===== src/include/uclb_pkg.sv =====
/*
 * Shared constants for the LIN break control block: register addresses,
 * field positions, reset values and break timing figures.
 * Assumes a byte-wide memory-mapped register port with 16-bit addresses.
 */
package uclb_pkg;
    // Register addresses
    localparam logic [15:0] ADDR_BREAK_CTRL_0 = 16'hff58;
    localparam logic [15:0] ADDR_BREAK_CTRL_1 = 16'hff3f;
    localparam logic [15:0] ADDR_ROUTE_SEL = 16'hff4f;

    // Break control register fields
    localparam int CTRL_RX_FLAG_BIT = 7;
    localparam int CTRL_RX_TRIG_BIT = 6;
    localparam int CTRL_TX_TRIG_BIT = 5;
    localparam int CTRL_LEN_HI = 4;
    localparam int CTRL_LEN_LO = 2;
    localparam int CTRL_DIR_BIT = 1;
    localparam int CTRL_INV_BIT = 0;
    localparam int CTRL_CFG_W = 5;
    localparam logic [7:0] CTRL_RESET = 8'h16;

    // Input route register fields
    localparam int ROUTE_IRQ_SRC_BIT = 7;
    localparam int ROUTE_EXT1_BIT = 4;
    localparam int ROUTE_EXT0_BIT = 3;
    localparam int ROUTE_FIXED_BIT = 2;
    localparam int ROUTE_CAP_B_BIT = 1;
    localparam int ROUTE_CAP_A_BIT = 0;
    localparam logic [7:0] ROUTE_WRITE_MASK = 8'h9f;
    localparam logic [7:0] ROUTE_RESET = 8'h00;

    // Break timing, in bit periods
    localparam logic [4:0] BREAK_LEN_BASE = 5'h0d;
    localparam logic [2:0] BREAK_LEN_OFFSET = 3'h3;
    localparam logic [4:0] BREAK_RX_MIN_BITS = 5'h0b;
endpackage : uclb_pkg


===== src/rtl/uclb_chan.sv =====
/*
 * One channel's break engine: timed break transmission, break reception
 * with error recovery, and transmit line polarity.
 * Assumes a one-cycle bit-time tick from the baud generator, a receive
 * line already synchronised to i_sys_clk, and enables from the mode register.
 */
`timescale 1ns/100ps
module uclb_chan (
    input wire logic i_sys_clk,
    input wire logic i_resetn,
    input wire logic i_power_en,
    input wire logic i_tx_en,
    input wire logic i_rx_en,
    input wire logic i_baud_tick,
    input wire logic i_tx_normal,
    input wire logic i_rx_line,
    input wire logic i_rx_start,
    input wire logic i_tx_start,
    input wire logic [2:0] i_length_code,
    input wire logic i_tx_invert,
    output logic o_tx_line,
    output logic o_rx_flag,
    output logic o_rx_done,
    output logic o_tx_done
);
    typedef enum logic [1:0] {TX_IDLE, TX_ALIGN, TX_LOW} uclb_tx_state_t;
    typedef enum logic [1:0] {RX_IDLE, RX_WAIT, RX_LOW} uclb_rx_state_t;

    uclb_tx_state_t tx_state;
    uclb_rx_state_t rx_state;
    logic [4:0] tx_cnt;
    logic [4:0] rx_cnt;
    logic [4:0] break_len;
    logic rx_level;
    logic next_tx_line;

    assign break_len = uclb_pkg::BREAK_LEN_BASE
        + {2'h0, 3'(i_length_code + uclb_pkg::BREAK_LEN_OFFSET)};
    // Input reads high while the channel is powered down
    assign rx_level = i_power_en ? i_rx_line : 1'b1;

    ////////////////////////////////////////////////////////////////////////
    // Break transmission: wait for a bit boundary, then hold space
    always_ff @(posedge i_sys_clk) begin
        o_tx_done <= 1'b0;
        if (!i_resetn || !i_power_en || !i_tx_en) begin
            tx_state <= TX_IDLE;
            tx_cnt <= 5'h00;
        end else begin
            case (tx_state)
                TX_IDLE: begin
                    if (i_tx_start) begin
                        tx_state <= TX_ALIGN;
                    end
                end
                TX_ALIGN: begin
                    if (i_baud_tick) begin
                        tx_state <= TX_LOW;
                        tx_cnt <= 5'h00;
                    end
                end
                TX_LOW: begin
                    if (i_baud_tick) begin
                        if (tx_cnt == 5'(break_len - 5'h01)) begin
                            tx_state <= TX_IDLE;
                            o_tx_done <= 1'b1;
                        end else begin
                            tx_cnt <= 5'(tx_cnt + 5'h01);
                        end
                    end
                end
                default: tx_state <= TX_IDLE;
            endcase
        end
    end

    always_comb begin
        if (!i_power_en) begin
            next_tx_line = 1'b1;
        end else if (tx_state == TX_LOW) begin
            next_tx_line = i_tx_invert;
        end else begin
            next_tx_line = i_tx_normal ^ i_tx_invert;
        end
    end

    always_ff @(posedge i_sys_clk) begin
        if (!i_resetn) begin
            o_tx_line <= 1'b1;
        end else begin
            o_tx_line <= next_tx_line;
        end
    end

    ////////////////////////////////////////////////////////////////////////
    // Break reception; powering down clears it at once, without the clock
    always_ff @(posedge i_sys_clk or negedge i_power_en) begin
        if (!i_power_en) begin
            rx_state <= RX_IDLE;
            o_rx_flag <= 1'b0;
            rx_cnt <= 5'h00;
            o_rx_done <= 1'b0;
        end else if (!i_resetn || !i_rx_en) begin
            rx_state <= RX_IDLE;
            o_rx_flag <= 1'b0;
            rx_cnt <= 5'h00;
            o_rx_done <= 1'b0;
        end else begin
            o_rx_done <= 1'b0;
            case (rx_state)
                RX_IDLE: begin
                    if (i_rx_start) begin
                        rx_state <= RX_WAIT;
                        o_rx_flag <= 1'b1;
                    end
                end
                RX_WAIT: begin
                    if (!rx_level) begin
                        rx_state <= RX_LOW;
                        rx_cnt <= 5'h00;
                    end
                end
                RX_LOW: begin
                    if (rx_level) begin
                        if (rx_cnt >= uclb_pkg::BREAK_RX_MIN_BITS) begin
                            rx_state <= RX_IDLE;
                            o_rx_flag <= 1'b0;
                            o_rx_done <= 1'b1;
                        end else begin
                            rx_state <= RX_WAIT;
                        end
                    end else if (i_baud_tick && rx_cnt != 5'h1f) begin
                        // Saturates so a stuck-low line is not miscounted
                        rx_cnt <= 5'(rx_cnt + 5'h01);
                    end
                end
                default: rx_state <= RX_IDLE;
            endcase
        end
    end

    ////////////////////////////////////////////////////////////////////////
    a_tx_polarity: assert property (@(posedge i_sys_clk) disable iff (!i_resetn)
        (i_power_en && tx_state != TX_LOW) |=> o_tx_line == $past(i_tx_normal ^ i_tx_invert))
        else $error("tx line polarity wrong");
    a_tx_break_level: assert property (@(posedge i_sys_clk) disable iff (!i_resetn)
        (i_power_en && tx_state == TX_LOW) |=> o_tx_line == $past(i_tx_invert))
        else $error("tx line not at space during break");
    a_tx_length_end: assert property (@(posedge i_sys_clk)
        disable iff (!i_resetn || !i_power_en)
        (i_tx_en && tx_state == TX_LOW && i_baud_tick && tx_cnt == 5'(break_len - 5'h01))
        |=> (tx_state == TX_IDLE && o_tx_done))
        else $error("break transmission did not end on length");
    a_rx_error_holds: assert property (@(posedge i_sys_clk)
        disable iff (!i_resetn || !i_power_en)
        (i_rx_en && rx_state == RX_LOW && rx_level && rx_cnt < uclb_pkg::BREAK_RX_MIN_BITS)
        |=> (rx_state == RX_WAIT && o_rx_flag))
        else $error("short break not handled as error");
    a_rx_done_clears: assert property (@(posedge i_sys_clk)
        disable iff (!i_resetn || !i_power_en)
        o_rx_done |-> (!o_rx_flag && rx_state == RX_IDLE))
        else $error("flag still set after break received");
    a_rx_start_held: assert property (@(posedge i_sys_clk)
        disable iff (!i_resetn || !i_power_en)
        (i_rx_en && rx_state == RX_IDLE && i_rx_start) |=> o_rx_flag [*2])
        else $error("break reception not held after trigger");
    c_tx_done: cover property (@(posedge i_sys_clk) disable iff (!i_resetn) o_tx_done);
    c_rx_done: cover property (@(posedge i_sys_clk) disable iff (!i_resetn) o_rx_done);
    c_rx_error: cover property (@(posedge i_sys_clk) disable iff (!i_resetn)
        rx_state == RX_LOW ##1 rx_state == RX_WAIT);
endmodule : uclb_chan


===== src/rtl/uclb_top.sv =====
/*
 * LIN break control for two serial channels: the two break control
 * registers, the input route register, pin synchronisers and routing.
 * Assumes a byte-wide memory-mapped register port on i_sys_clk, enables
 * and bit ticks from the mode register and baud generator on the same
 * clock, and asynchronous pins for the receive lines and routed inputs.
 */
`timescale 1ns/100ps
module uclb_top (
    input wire logic i_sys_clk,
    input wire logic i_resetn,
    input wire logic [15:0] i_addr,
    input wire logic i_wr,
    input wire logic i_rd,
    input wire logic [7:0] i_wdata,
    output logic [7:0] o_rdata,
    input wire logic i_ch0_power_en,
    input wire logic i_ch0_tx_en,
    input wire logic i_ch0_rx_en,
    input wire logic i_ch0_baud_tick,
    input wire logic i_ch0_tx_normal,
    input wire logic i_ch0_serial_rx_line,
    output logic o_ch0_serial_tx_line,
    output logic o_ch0_first_bit_lsb,
    output logic o_ch0_break_rx_irq,
    output logic o_ch0_break_tx_irq,
    input wire logic i_ch1_power_en,
    input wire logic i_ch1_tx_en,
    input wire logic i_ch1_rx_en,
    input wire logic i_ch1_baud_tick,
    input wire logic i_ch1_tx_normal,
    input wire logic i_ch1_serial_rx_line,
    output logic o_ch1_serial_tx_line,
    output logic o_ch1_first_bit_lsb,
    output logic o_ch1_break_rx_irq,
    output logic o_ch1_break_tx_irq,
    input wire logic i_external_irq_0_pin,
    input wire logic i_external_irq_1_pin,
    input wire logic i_timer_capture_in_a_pin,
    input wire logic i_timer_capture_in_b_pin,
    input wire logic i_internal_timer_out,
    input wire logic i_watch_interval_irq,
    input wire logic i_muldiv_done_irq,
    output logic o_external_irq_0,
    output logic o_external_irq_1,
    output logic o_timer_capture_in_a,
    output logic o_timer_capture_in_b,
    output logic o_shared_irq
);
    // Synchroniser bit order: rx0, rx1, irq0 pin, irq1 pin, cap a pin, cap b pin
    localparam int SYNC_W = 6;

    logic [SYNC_W-1:0] pin_meta;
    logic [SYNC_W-1:0] pin_sync;
    logic [uclb_pkg::CTRL_CFG_W-1:0] cfg0;
    logic [uclb_pkg::CTRL_CFG_W-1:0] cfg1;
    logic [7:0] route;
    logic wr_ctrl0;
    logic wr_ctrl1;
    logic wr_route;
    logic rx_flag0;
    logic rx_flag1;
    logic rx0_eff;
    logic rx1_eff;
    logic [7:0] next_rdata;
    logic [7:0] next_route;

    ////////////////////////////////////////////////////////////////////////
    // Two-stage synchronisers for every pin input
    always_ff @(posedge i_sys_clk) begin
        if (!i_resetn) begin
            pin_meta <= '1;
            pin_sync <= '1;
        end else begin
            pin_meta <= {i_timer_capture_in_b_pin, i_timer_capture_in_a_pin,
                         i_external_irq_1_pin, i_external_irq_0_pin,
                         i_ch1_serial_rx_line, i_ch0_serial_rx_line};
            pin_sync <= pin_meta;
        end
    end

    // An unpowered channel's receive input reads high everywhere it is routed
    assign rx0_eff = i_ch0_power_en ? pin_sync[0] : 1'b1;
    assign rx1_eff = i_ch1_power_en ? pin_sync[1] : 1'b1;

    ////////////////////////////////////////////////////////////////////////
    // Register decode
    assign wr_ctrl0 = i_wr && (i_addr == uclb_pkg::ADDR_BREAK_CTRL_0);
    assign wr_ctrl1 = i_wr && (i_addr == uclb_pkg::ADDR_BREAK_CTRL_1);
    assign wr_route = i_wr && (i_addr == uclb_pkg::ADDR_ROUTE_SEL);

    // Length, bit order and inversion are plain storage; the trigger bits
    // are not stored and so always read back as zero
    always_ff @(posedge i_sys_clk) begin
        if (!i_resetn) begin
            cfg0 <= uclb_pkg::CTRL_RESET[uclb_pkg::CTRL_CFG_W-1:0];
        end else if (wr_ctrl0) begin
            cfg0 <= i_wdata[uclb_pkg::CTRL_CFG_W-1:0];
        end
    end

    always_ff @(posedge i_sys_clk) begin
        if (!i_resetn) begin
            cfg1 <= uclb_pkg::CTRL_RESET[uclb_pkg::CTRL_CFG_W-1:0];
        end else if (wr_ctrl1) begin
            cfg1 <= i_wdata[uclb_pkg::CTRL_CFG_W-1:0];
        end
    end

    // Bits 6 and 5 are hard zero; bit 2 keeps whatever software writes
    assign next_route = i_wdata & uclb_pkg::ROUTE_WRITE_MASK;

    always_ff @(posedge i_sys_clk) begin
        if (!i_resetn) begin
            route <= uclb_pkg::ROUTE_RESET;
        end else if (wr_route) begin
            route <= next_route;
        end
    end

    always_comb begin
        next_rdata = 8'h00;
        case (i_addr)
            uclb_pkg::ADDR_BREAK_CTRL_0: begin
                next_rdata = {rx_flag0, 2'h0, cfg0};
            end
            uclb_pkg::ADDR_BREAK_CTRL_1: begin
                next_rdata = {rx_flag1, 2'h0, cfg1};
            end
            uclb_pkg::ADDR_ROUTE_SEL: begin
                next_rdata = route;
            end
            default: next_rdata = 8'h00;
        endcase
    end

    // Read data is registered: valid the cycle after the read strobe
    always_ff @(posedge i_sys_clk) begin
        if (!i_resetn) begin
            o_rdata <= 8'h00;
        end else if (i_rd) begin
            o_rdata <= next_rdata;
        end
    end

    always_ff @(posedge i_sys_clk) begin
        if (!i_resetn) begin
            o_ch0_first_bit_lsb <= uclb_pkg::CTRL_RESET[uclb_pkg::CTRL_DIR_BIT];
            o_ch1_first_bit_lsb <= uclb_pkg::CTRL_RESET[uclb_pkg::CTRL_DIR_BIT];
        end else begin
            o_ch0_first_bit_lsb <= cfg0[uclb_pkg::CTRL_DIR_BIT];
            o_ch1_first_bit_lsb <= cfg1[uclb_pkg::CTRL_DIR_BIT];
        end
    end

    ////////////////////////////////////////////////////////////////////////
    // Break engines; a trigger write during an active break is ignored
    // inside the engine, which keeps a refresh write harmless
    uclb_chan u_chan0 (
        .i_sys_clk(i_sys_clk),
        .i_resetn(i_resetn),
        .i_power_en(i_ch0_power_en),
        .i_tx_en(i_ch0_tx_en),
        .i_rx_en(i_ch0_rx_en),
        .i_baud_tick(i_ch0_baud_tick),
        .i_tx_normal(i_ch0_tx_normal),
        .i_rx_line(pin_sync[0]),
        .i_rx_start(wr_ctrl0 && i_wdata[uclb_pkg::CTRL_RX_TRIG_BIT]),
        .i_tx_start(wr_ctrl0 && i_wdata[uclb_pkg::CTRL_TX_TRIG_BIT]),
        .i_length_code(cfg0[uclb_pkg::CTRL_LEN_HI:uclb_pkg::CTRL_LEN_LO]),
        .i_tx_invert(cfg0[uclb_pkg::CTRL_INV_BIT]),
        .o_tx_line(o_ch0_serial_tx_line),
        .o_rx_flag(rx_flag0),
        .o_rx_done(o_ch0_break_rx_irq),
        .o_tx_done(o_ch0_break_tx_irq)
    );

    uclb_chan u_chan1 (
        .i_sys_clk(i_sys_clk),
        .i_resetn(i_resetn),
        .i_power_en(i_ch1_power_en),
        .i_tx_en(i_ch1_tx_en),
        .i_rx_en(i_ch1_rx_en),
        .i_baud_tick(i_ch1_baud_tick),
        .i_tx_normal(i_ch1_tx_normal),
        .i_rx_line(pin_sync[1]),
        .i_rx_start(wr_ctrl1 && i_wdata[uclb_pkg::CTRL_RX_TRIG_BIT]),
        .i_tx_start(wr_ctrl1 && i_wdata[uclb_pkg::CTRL_TX_TRIG_BIT]),
        .i_length_code(cfg1[uclb_pkg::CTRL_LEN_HI:uclb_pkg::CTRL_LEN_LO]),
        .i_tx_invert(cfg1[uclb_pkg::CTRL_INV_BIT]),
        .o_tx_line(o_ch1_serial_tx_line),
        .o_rx_flag(rx_flag1),
        .o_rx_done(o_ch1_break_rx_irq),
        .o_tx_done(o_ch1_break_tx_irq)
    );

    ////////////////////////////////////////////////////////////////////////
    // Input routing, registered so every output leaves a flip-flop
    always_ff @(posedge i_sys_clk) begin
        if (!i_resetn) begin
            o_external_irq_0 <= 1'b1;
            o_external_irq_1 <= 1'b1;
            o_timer_capture_in_a <= 1'b1;
            o_timer_capture_in_b <= 1'b1;
        end else begin
            o_external_irq_1 <= route[uclb_pkg::ROUTE_EXT1_BIT] ? rx1_eff : pin_sync[3];
            o_external_irq_0 <= route[uclb_pkg::ROUTE_EXT0_BIT] ? rx0_eff : pin_sync[2];
            o_timer_capture_in_b <= route[uclb_pkg::ROUTE_CAP_B_BIT] ? rx0_eff
                                                                     : pin_sync[5];
            o_timer_capture_in_a <= route[uclb_pkg::ROUTE_CAP_A_BIT] ? i_internal_timer_out
                                                                     : pin_sync[4];
        end
    end

    always_ff @(posedge i_sys_clk) begin
        if (!i_resetn) begin
            o_shared_irq <= 1'b0;
        end else begin
            o_shared_irq <= route[uclb_pkg::ROUTE_IRQ_SRC_BIT] ? i_muldiv_done_irq
                                                               : i_watch_interval_irq;
        end
    end

    ////////////////////////////////////////////////////////////////////////
    a_route_reset: assert property (@(posedge i_sys_clk)
        !i_resetn |=> (route == 8'h00 && o_shared_irq == 1'b0))
        else $error("route register not cleared by reset");
    a_ctrl_reset: assert property (@(posedge i_sys_clk)
        !i_resetn
        |=> (cfg1 == uclb_pkg::CTRL_RESET[uclb_pkg::CTRL_CFG_W-1:0] && !rx_flag1))
        else $error("control register reset value wrong");
    a_trig_read_zero: assert property (@(posedge i_sys_clk) disable iff (!i_resetn)
        (i_rd && (i_addr == uclb_pkg::ADDR_BREAK_CTRL_0
                  || i_addr == uclb_pkg::ADDR_BREAK_CTRL_1)) |=> o_rdata[6:5] == 2'h0)
        else $error("trigger bits read as one");
    a_flag_readback: assert property (@(posedge i_sys_clk) disable iff (!i_resetn)
        (i_rd && i_addr == uclb_pkg::ADDR_BREAK_CTRL_1) |=> o_rdata[7] == $past(rx_flag1))
        else $error("receive flag readback wrong");
    a_ext1_route: assert property (@(posedge i_sys_clk) disable iff (!i_resetn)
        $past(i_resetn) |-> o_external_irq_1 == ($past(route[4]) ? $past(rx1_eff)
                                                                : $past(pin_sync[3])))
        else $error("external irq 1 routed wrong");
    a_shared_irq_src: assert property (@(posedge i_sys_clk) disable iff (!i_resetn)
        (route[7] && i_muldiv_done_irq && !wr_route) |=> o_shared_irq)
        else $error("shared irq source select wrong");
    a_power_clears: assert property (@(posedge i_sys_clk) disable iff (!i_resetn)
        !i_ch1_power_en |-> !rx_flag1)
        else $error("flag survives power off");
    a_power_clears0: assert property (@(posedge i_sys_clk)
        disable iff (!i_resetn)
        !i_ch0_power_en |-> !rx_flag0)
        else $error("channel 0 flag survives power off");
    a_ctrl_write: assert property (@(posedge i_sys_clk)
        disable iff (!i_resetn)
        wr_ctrl1 |=> cfg1 == $past(i_wdata[uclb_pkg::CTRL_CFG_W-1:0]))
        else $error("control register write lost");
    a_lsb_follows: assert property (@(posedge i_sys_clk)
        disable iff (!i_resetn)
        wr_ctrl1 |=> ##1 o_ch1_first_bit_lsb == $past(i_wdata[uclb_pkg::CTRL_DIR_BIT], 2))
        else $error("first bit select output wrong");
    // Routed outputs follow their selected source one cycle later
    a_ext0_route: assert property (@(posedge i_sys_clk)
        disable iff (!i_resetn)
        route[uclb_pkg::ROUTE_EXT0_BIT] |=> o_external_irq_0 == $past(rx0_eff))
        else $error("external irq 0 not fed from receive line");
    a_ext1_pin: assert property (@(posedge i_sys_clk)
        disable iff (!i_resetn)
        !route[uclb_pkg::ROUTE_EXT1_BIT] |=> o_external_irq_1 == $past(pin_sync[3]))
        else $error("external irq 1 not fed from its pin");
    a_cap_b_route: assert property (@(posedge i_sys_clk)
        disable iff (!i_resetn)
        route[uclb_pkg::ROUTE_CAP_B_BIT] |=> o_timer_capture_in_b == $past(rx0_eff))
        else $error("capture b not fed from receive line");
    a_cap_b_pin: assert property (@(posedge i_sys_clk)
        disable iff (!i_resetn)
        !route[uclb_pkg::ROUTE_CAP_B_BIT] |=> o_timer_capture_in_b == $past(pin_sync[5]))
        else $error("capture b not fed from its pin");
    a_cap_a_route: assert property (@(posedge i_sys_clk)
        disable iff (!i_resetn)
        route[uclb_pkg::ROUTE_CAP_A_BIT] |=> o_timer_capture_in_a == $past(i_internal_timer_out))
        else $error("capture a not fed from timer output");
    c_route_rx: cover property (@(posedge i_sys_clk) disable iff (!i_resetn)
        route[uclb_pkg::ROUTE_EXT0_BIT] && $fell(o_external_irq_0));
    c_tx_irq1: cover property (@(posedge i_sys_clk) disable iff (!i_resetn)
        o_ch1_break_tx_irq);
endmodule : uclb_top


===== config.mk =====
export PLATFORM = sky130hd
export DESIGN_NAME = uclb_top
export DESIGN_NICKNAME = d
export VERILOG_FILES = /design/src/include/uclb_pkg.sv /design/src/rtl/uclb_chan.sv /design/src/rtl/uclb_top.sv
export SDC_FILE = /design/constraint.sdc
export NUM_CORES = 1
export LEC_CHECK = 0
export BUFFER_PORTS_ARGS = -buffer_cell sky130_fd_sc_hd__buf_4
export CORE_ASPECT_RATIO = 1.4
export CORE_MARGIN = 3
export CORE_UTILIZATION = 30
export CTS_CLUSTER_SIZE = 10
export DETAILED_ROUTE_END_ITERATION = 8
export PLACE_DENSITY = 0.62
export RECOVER_POWER = 100
export SETUP_SLACK_MARGIN = 0.15
export SKIP_LAST_GASP = 1
export SYNTH_ARGS = -nofsm -noshare
export SYNTH_HDL_FRONTEND = slang
export SYNTH_SLANG_ARGS = --single-unit

===== constraint.sdc =====
create_clock -name i_sys_clk -period 1.7 [get_ports i_sys_clk]
set_input_delay 0.085 -clock i_sys_clk [delete_from_list [all_inputs] [get_ports i_sys_clk]]
set_output_delay 0.085 -clock i_sys_clk [all_outputs]
set_load 0.05 [all_outputs]

Yosys cells after proc, flatten, opt, wreduce, memory -nomap -nowiden --
Index checks and enable logic that the tools add are counted.
Operators by class: add/sub/neg operators 10, $mul 0, divide/modulo/power cells 0, order comparisons 2, equal/unequal tests 37, shift operators 0, mux-type cells 70, bitwise logic cells 6, reductions and logical operators 46
Operators with widths (number):
- $mux W5 | 14
- $eq A16 B16 Y1 const B | 3
- $pmux W5 S2 | 4
- $mux W2 | 16
- $reduce_and A4 Y1 | 8
- $mux W1 | 29
- $pmux W2 S3 | 4
- $pmux W8 S3 | 1
- $add A5 B1 Y5 const B | 4
- $ne A3 B1 Y1 const B | 6
- $ne A3 B2 Y1 const B | 6
- $ne A2 B2 Y1 const B | 6
- $reduce_bool A3 Y1 | 4
- $add A4 B3 Y5 const A | 2
- $eq A5 B5 Y1 | 2
- $ge A5 B4 Y1 const B | 2
- $ne A5 B5 Y1 const B | 2
- $sub A5 B1 Y5 const B | 2
- $logic_and A1 B1 Y1 | 9
- $eq A2 B1 Y1 const B | 4
- $eq A2 B2 Y1 const B | 4
- $logic_not A2 Y1 | 4
- $ne A2 B1 Y1 const B | 4
- $logic_not A1 Y1 | 7
- other kinds (9) | 24
Storage, ports and cells: bits in registers 79, latch bits 0, RAM bits 0, memory bits (read-only) 0, input bits 47, word-level logic and storage cells 200, memories 0

Logic depth before layout (Yosys ltp) --
word-level depth 7, depth in mapped cells 7, mapped depth without buffers 7

By module --
Synthesis repeated with hierarchy kept, for this count alone.
Unflattened totals: cell total of the unflattened synthesis 422, area total of the unflattened synthesis 3872.5 µm²
By module, submodules not included:
- uclb_top | times used 1, cells each 198, area an instance 1774.2 µm², sequential area each 820.8 µm²
- uclb_chan (u_chan0) | times used 1, cells each 115, area an instance 1064.8 µm², sequential area each 405.4 µm²
- uclb_chan (u_chan1) | times used 1, cells each 109, area an instance 1033.5 µm², sequential area each 405.4 µm²

Least setup slack after synthesis --
No wires, ideal clock.
path kind register -> register, start point register u_chan0.rx_cnt[0], end point register u_chan0.rx_cnt[1], setup time 0.121 ns, data arrival time 1.764 ns, slack -0.185 ns, stages on the path, launching flop included 8, path buffers 0, clock period less this slack 1.885 ns, path through dfrtp_1 ha_1 and3_1 ha_1 nor3b_1 o21ai_0 and2_1 a22o_1
On the way: cells in the longest elaborated chain, start to end 5, elaborated cells on any way between the ends 9
RTL lines:
- from (decl) | line uclb_chan.sv:32 | logic [4:0] rx_cnt;
- from (signal assigned) | line uclb_chan.sv:134 | rx_cnt <= 5'(rx_cnt + 5'h01);
- $add A5 B1 Y5 | line uclb_chan.sv:134
- $mux W5 | line uclb_chan.sv:132 | end else if (i_baud_tick && rx_cnt != 5'h1f) begin
- $mux W5 | line uclb_chan.sv:124 | if (rx_level) begin
- $pmux W5 S2 | line uclb_chan.sv:110 | case (rx_state)
- $mux W5 | line uclb_chan.sv:103 | end else if (!i_resetn || !i_rx_en) begin
Several ways; a longest one is shown, not always the timed one. The select of a mux whose other input is x is not followed. A chain may end at the register's enable or synchronous reset.

Worst setup path after layout --
start point register u_chan0.rx_cnt[1], end point register u_chan0.rx_cnt[1]
Same word-level chain as after synthesis.

==> summary by stage <==
Run status
The run finished, with violations left. The final reports fail on setup timing.

Timing
The relative max-transition margin is 23.5%. Between clock sinks in the finished design, the worst skew comes to 9.02 ps. The actual transition at the worst max-transition pin is 1150 ps.

In the post-route analysis, the smallest setup slack over all paths is -9.64 ps. Setup violations remaining at the end of the flow were counted as 1. The final hold violation count is 0. The worst slack on hold paths is 11.1 ps. The part of the cycle the worst path needs is 101%. The count of final max-slew check failures was 0. Based on the critical path, the design can be clocked at up to 0.585 GHz. The routed design could run at a clock period as short as 1710 ps. Setup repair after global routing could not meet its margin everywhere.

Clock network
The later pin in the worst-skew pair is clocked with a latency of 340 ps. The maximum buffer depth of the clock tree is 2. The CTS tree is done. The clock slew at the register clock pins of the worst setup and hold paths is 60 ps. Counting every sink on the clock net gives 77. The number of buffers created by CTS is 9. The tree is rooted in a sky130_fd_sc_hd__clkbuf_16. The deepest level of the CTS H-tree is 3.

Floorplanning
The area enclosed by the die boundary is 14,300 um^2. 68 I/O pins were placed. The die width is 102 um. The starting density of the core is 31.0%. The row count is 48. The area of the core region is 12,500 um^2. The die is 140 um tall.

Pwr
The worst-case IR drop observed on VDD is 0.464 mV. Summed over all cells, the static leakage comes to 2.14 nW. The power density of the placed cells is 751 nW/um^2. The part of the total power dissipated in the clock network is 47.5%. The cell-internal power is 0.00311 W. The net switching component of the power is 0.000937 W. The combinational share of power is 7.1%. Registers are responsible for 45.3% of the overall power. Net switching is 23.2% of the power.

Drt
The DRC marker count from the first detailed-route iteration is 160. The routed layout has 3,736 vias. After detailed routing, the number of remaining DRC violations is 0.

The residual antenna-violating net count after detailed routing is 0. The total wire length is 10,900 um. Using the TritonRoute via totals, the vias-per-cell ratio works out to 5.24. The number of iterations in the first detailed-routing pass is 5. The average wire length per cell after detail routing is 15.3 um.

Yosys
During synthesis, Yosys emitted a total of 0 warnings. The sequential share of the synthesized area is 42.1%. In the synthesized netlist the async set-or-reset flop fraction comes to 23.4%.

sky130_fd_sc_hd__dfxtp_1 takes more of the synthesized area than any other cell. By area the synthesized netlist is led by sky130_fd_sc_hd__dfxtp_1, sky130_fd_sc_hd__dfrtp_1, sky130_fd_sc_hd__nand3_1. In this run the biggest area consumer among cell types represents 30.5% of the synthesized area. The mapped cell area is 3880 um^2.

The main flop type after synthesis is sky130_fd_sc_hd__dfxtp_1. Dividing the synthesized area by the synthesized cell count gives 8.71 um^2. Synthesis produced 445 cells.

The post-synthesis sequential element count is 77. The unique cell type count in the Yosys netlist is 58. In this run, synthesis inferred 0 flip-flops with an integrated enable.

Placement
The placed cell area is 4830 um^2. The final weighted congestion in routability-driven placement is 0.841. The worst setup slack after placement is -3.98 ps. The number of placed instances, taps included, is 671. The half-perimeter wire length after placement is 8160 um. Input and output buffers added on the ports amount to 65.

Critical path
Counting cells, the worst reg-to-reg path comes to 7. The critical-path maximum fanout is 4. For the worst setup path, the data required time is 1920 ps.

The worst setup path is captured at a register. Data arrives at the worst endpoint at 1930 ps. The start-to-end type of the worst setup path is reg -> reg. The kind of start point of the critical path is a register.

Global route
The via count of the first global-routing pass was 3,670. The overflow left after global routing is 0. The wire length of the first global-routing pass is 17,500 um. The number of antenna violations at the first check in global routing is 0.

Across every metal layer, demand over resource in global routing totals 15.4%. Entering global routing, the biggest net connects 31 pins.

Finish
The post-route non-filler standard cell count is 713. Cells with a size suffix above 1 make up 27.2% of the layout. The area overhead of the layout relative to synthesis is 39.0%. The post-route cell area is 5390 um^2.

The number of diodes added for antenna fixing is 0. After filler insertion, the fill cell instance count of the layout stands at 1,252. In the final design database the tool counted 621 nets.

Run
The tool flagged a number of max-cap violations equal to 0.

Worst hold path
The hold path depth is 3. The type of the tightest min-delay check is in -> reg.
## Yosys cell counts (2+ instances only)
library cell	n
sky130_fd_sc_hd__a22oi_1	6
sky130_fd_sc_hd__o21ai_0	22
sky130_fd_sc_hd__nor3_1	11
sky130_fd_sc_hd__a211o_1	3
sky130_fd_sc_hd__buf_4	3
sky130_fd_sc_hd__and3_1	7
sky130_fd_sc_hd__xor2_1	2
sky130_fd_sc_hd__nor4b_1	2
sky130_fd_sc_hd__dfxtp_1	59
sky130_fd_sc_hd__inv_1	16
sky130_fd_sc_hd__nand4b_1	4
sky130_fd_sc_hd__a311oi_1	2
sky130_fd_sc_hd__ha_1	16
sky130_fd_sc_hd__a22o_1	3
sky130_fd_sc_hd__or3_1	5
sky130_fd_sc_hd__o211ai_1	3
sky130_fd_sc_hd__dfrtp_1	18
sky130_fd_sc_hd__o21a_1	2
sky130_fd_sc_hd__or3b_1	2
sky130_fd_sc_hd__nand4_1	6
sky130_fd_sc_hd__nand2_1	49
sky130_fd_sc_hd__a41o_1	2
sky130_fd_sc_hd__a31o_2	2
sky130_fd_sc_hd__a21oi_1	27
sky130_fd_sc_hd__a21boi_0	11
sky130_fd_sc_hd__nor2_1	14
sky130_fd_sc_hd__a31oi_1	6
sky130_fd_sc_hd__xnor2_1	7
sky130_fd_sc_hd__nand3b_1	6
sky130_fd_sc_hd__nand3_1	44
sky130_fd_sc_hd__a211oi_1	4
sky130_fd_sc_hd__nand2b_1	22
sky130_fd_sc_hd__mux2i_1	8
sky130_fd_sc_hd__o2bb2ai_1	2
sky130_fd_sc_hd__nor2b_1	11
sky130_fd_sc_hd__and2_1	5
sky130_fd_sc_hd__buf_2	2
sky130_fd_sc_hd__clkbuf_1	10
sky130_fd_sc_hd__or2_2	2
## cells by family after synthesis
kind of cell             after synthesis  share of synthesized area (%)
XOR/XNOR                               9                           2.03
flip-flops                            77                           42.1
buffers and inverters                 33                           3.74
other                                  1                         0.0967
AO/OA/AOI/OAI                        104                           17.5
multiplexers                           8                           2.07
adder cells (fa/ha/maj)               16                           5.16
AND/OR/NAND/NOR                      197                           27.3
## critical path: stages, from the launching register on
cell and delay (ps):
sky130_fd_sc_hd__dfrtp_1 420, sky130_fd_sc_hd__ha_4 190, sky130_fd_sc_hd__and3_4 180, sky130_fd_sc_hd__ha_4 150
sky130_fd_sc_hd__nor3b_4 210, sky130_fd_sc_hd__o21ai_2 100, sky130_fd_sc_hd__and2_4 180, sky130_fd_sc_hd__a22o_1 180
## cells in the final DEF (no fill, tap or decap), types with 8 or more instances in the layout
cell type and instances:
sky130_fd_sc_hd__buf_4 71, sky130_fd_sc_hd__dfxtp_1 54, sky130_fd_sc_hd__nand2_1 46, sky130_fd_sc_hd__nand3_1 40
sky130_fd_sc_hd__a21oi_1 25, sky130_fd_sc_hd__clkbuf_1 24, sky130_fd_sc_hd__nand2b_1 21, sky130_fd_sc_hd__dfrtp_1 18
sky130_fd_sc_hd__o21ai_0 13, sky130_fd_sc_hd__inv_1 12, sky130_fd_sc_hd__dlygate4sd3_1 12, sky130_fd_sc_hd__nor2b_1 11
sky130_fd_sc_hd__nor2_1 11, sky130_fd_sc_hd__nor3_1 10, sky130_fd_sc_hd__a21boi_0 10, sky130_fd_sc_hd__clkbuf_16 9
sky130_fd_sc_hd__mux2i_1 8
## what timing repair did
| action | in CTS | in global routing |
|---|---|---|
| hold endpoints to repair | 28 | 0 |
| pin swaps | 16 | 17 |
| setup endpoints to repair | 25 | 30 |
| setup buffers | 8 | 6 |
| hold buffers | 12 | 0 |
| gates resized for setup | 19 | 20 |
## sequential cells by signal (all words and copies together), names as in the netlist, 6 cells and up
signal and cells:
route 6, o_rdata 6, pin_sync 6, pin_meta 6
## final cells by class
cell class,instances,area [um^2],share of cell area (%)
sequential,77,1640,30.4
inverter,16,60.1,1.11
clock inverter,6,70.1,1.30
timing repair buffer,118,845,15.7
tap,150,188,3.48
clock buffer,10,229,4.25
multi-input combinational,336,2360,43.8
## power by group through the flow
stage               combinational, W  sequential (W)  clock (W)
detailed placement          0.000270         0.00187          0
global route                0.000312         0.00183    0.00204
CTS                         0.000295         0.00183    0.00197
floorplan                  0.0000999         0.00189          0
global placement            0.000267         0.00187          0
finish                      0.000288         0.00183    0.00192
## stage by stage
stage / utilization (%) / total power [W] / setup TNS (ps)
floorplan: - / 0.00199 / 0
detailed placement: 38.7 / 0.00214 / -3.98
CTS: 43.1 / 0.00410 / 0
global placement: 38.7 / 0.00214 / 0
global route: 43.1 / 0.00419 / -532
finish: 43.1 / 0.00404 / -9.64
## layer usage
metal | global-route usage, % | wire length [um] | vias to the layer above
met5 | 0 | 0 | -
met4 | 5.67 | 273 | 0
met3 | 3.24 | 618 | 20
met2 | 26.4 | 5540 | 124
met1 | 18.6 | 4510 | 1762
li1 | - | - | 1830
## path summary, 6_finish.rpt
check / startpoint / endpoint / slack, ps
hold / removal: i_wdata[4] / cfg1[4] / 10
hold reg to reg: pin_meta[3] / pin_sync[3] / 410
min in group asynchronous: i_ch0_power_en / u_chan0.o_rx_flag / 140
setup / recovery: u_chan0.rx_cnt[1] / u_chan0.rx_cnt[1] / -10
max in group asynchronous: i_ch0_power_en / u_chan0.rx_state[1] / 1380
setup reg to reg: u_chan0.rx_cnt[1] / u_chan0.rx_cnt[1] / -10
Note: power is estimated with default switching activity, not from simulation.
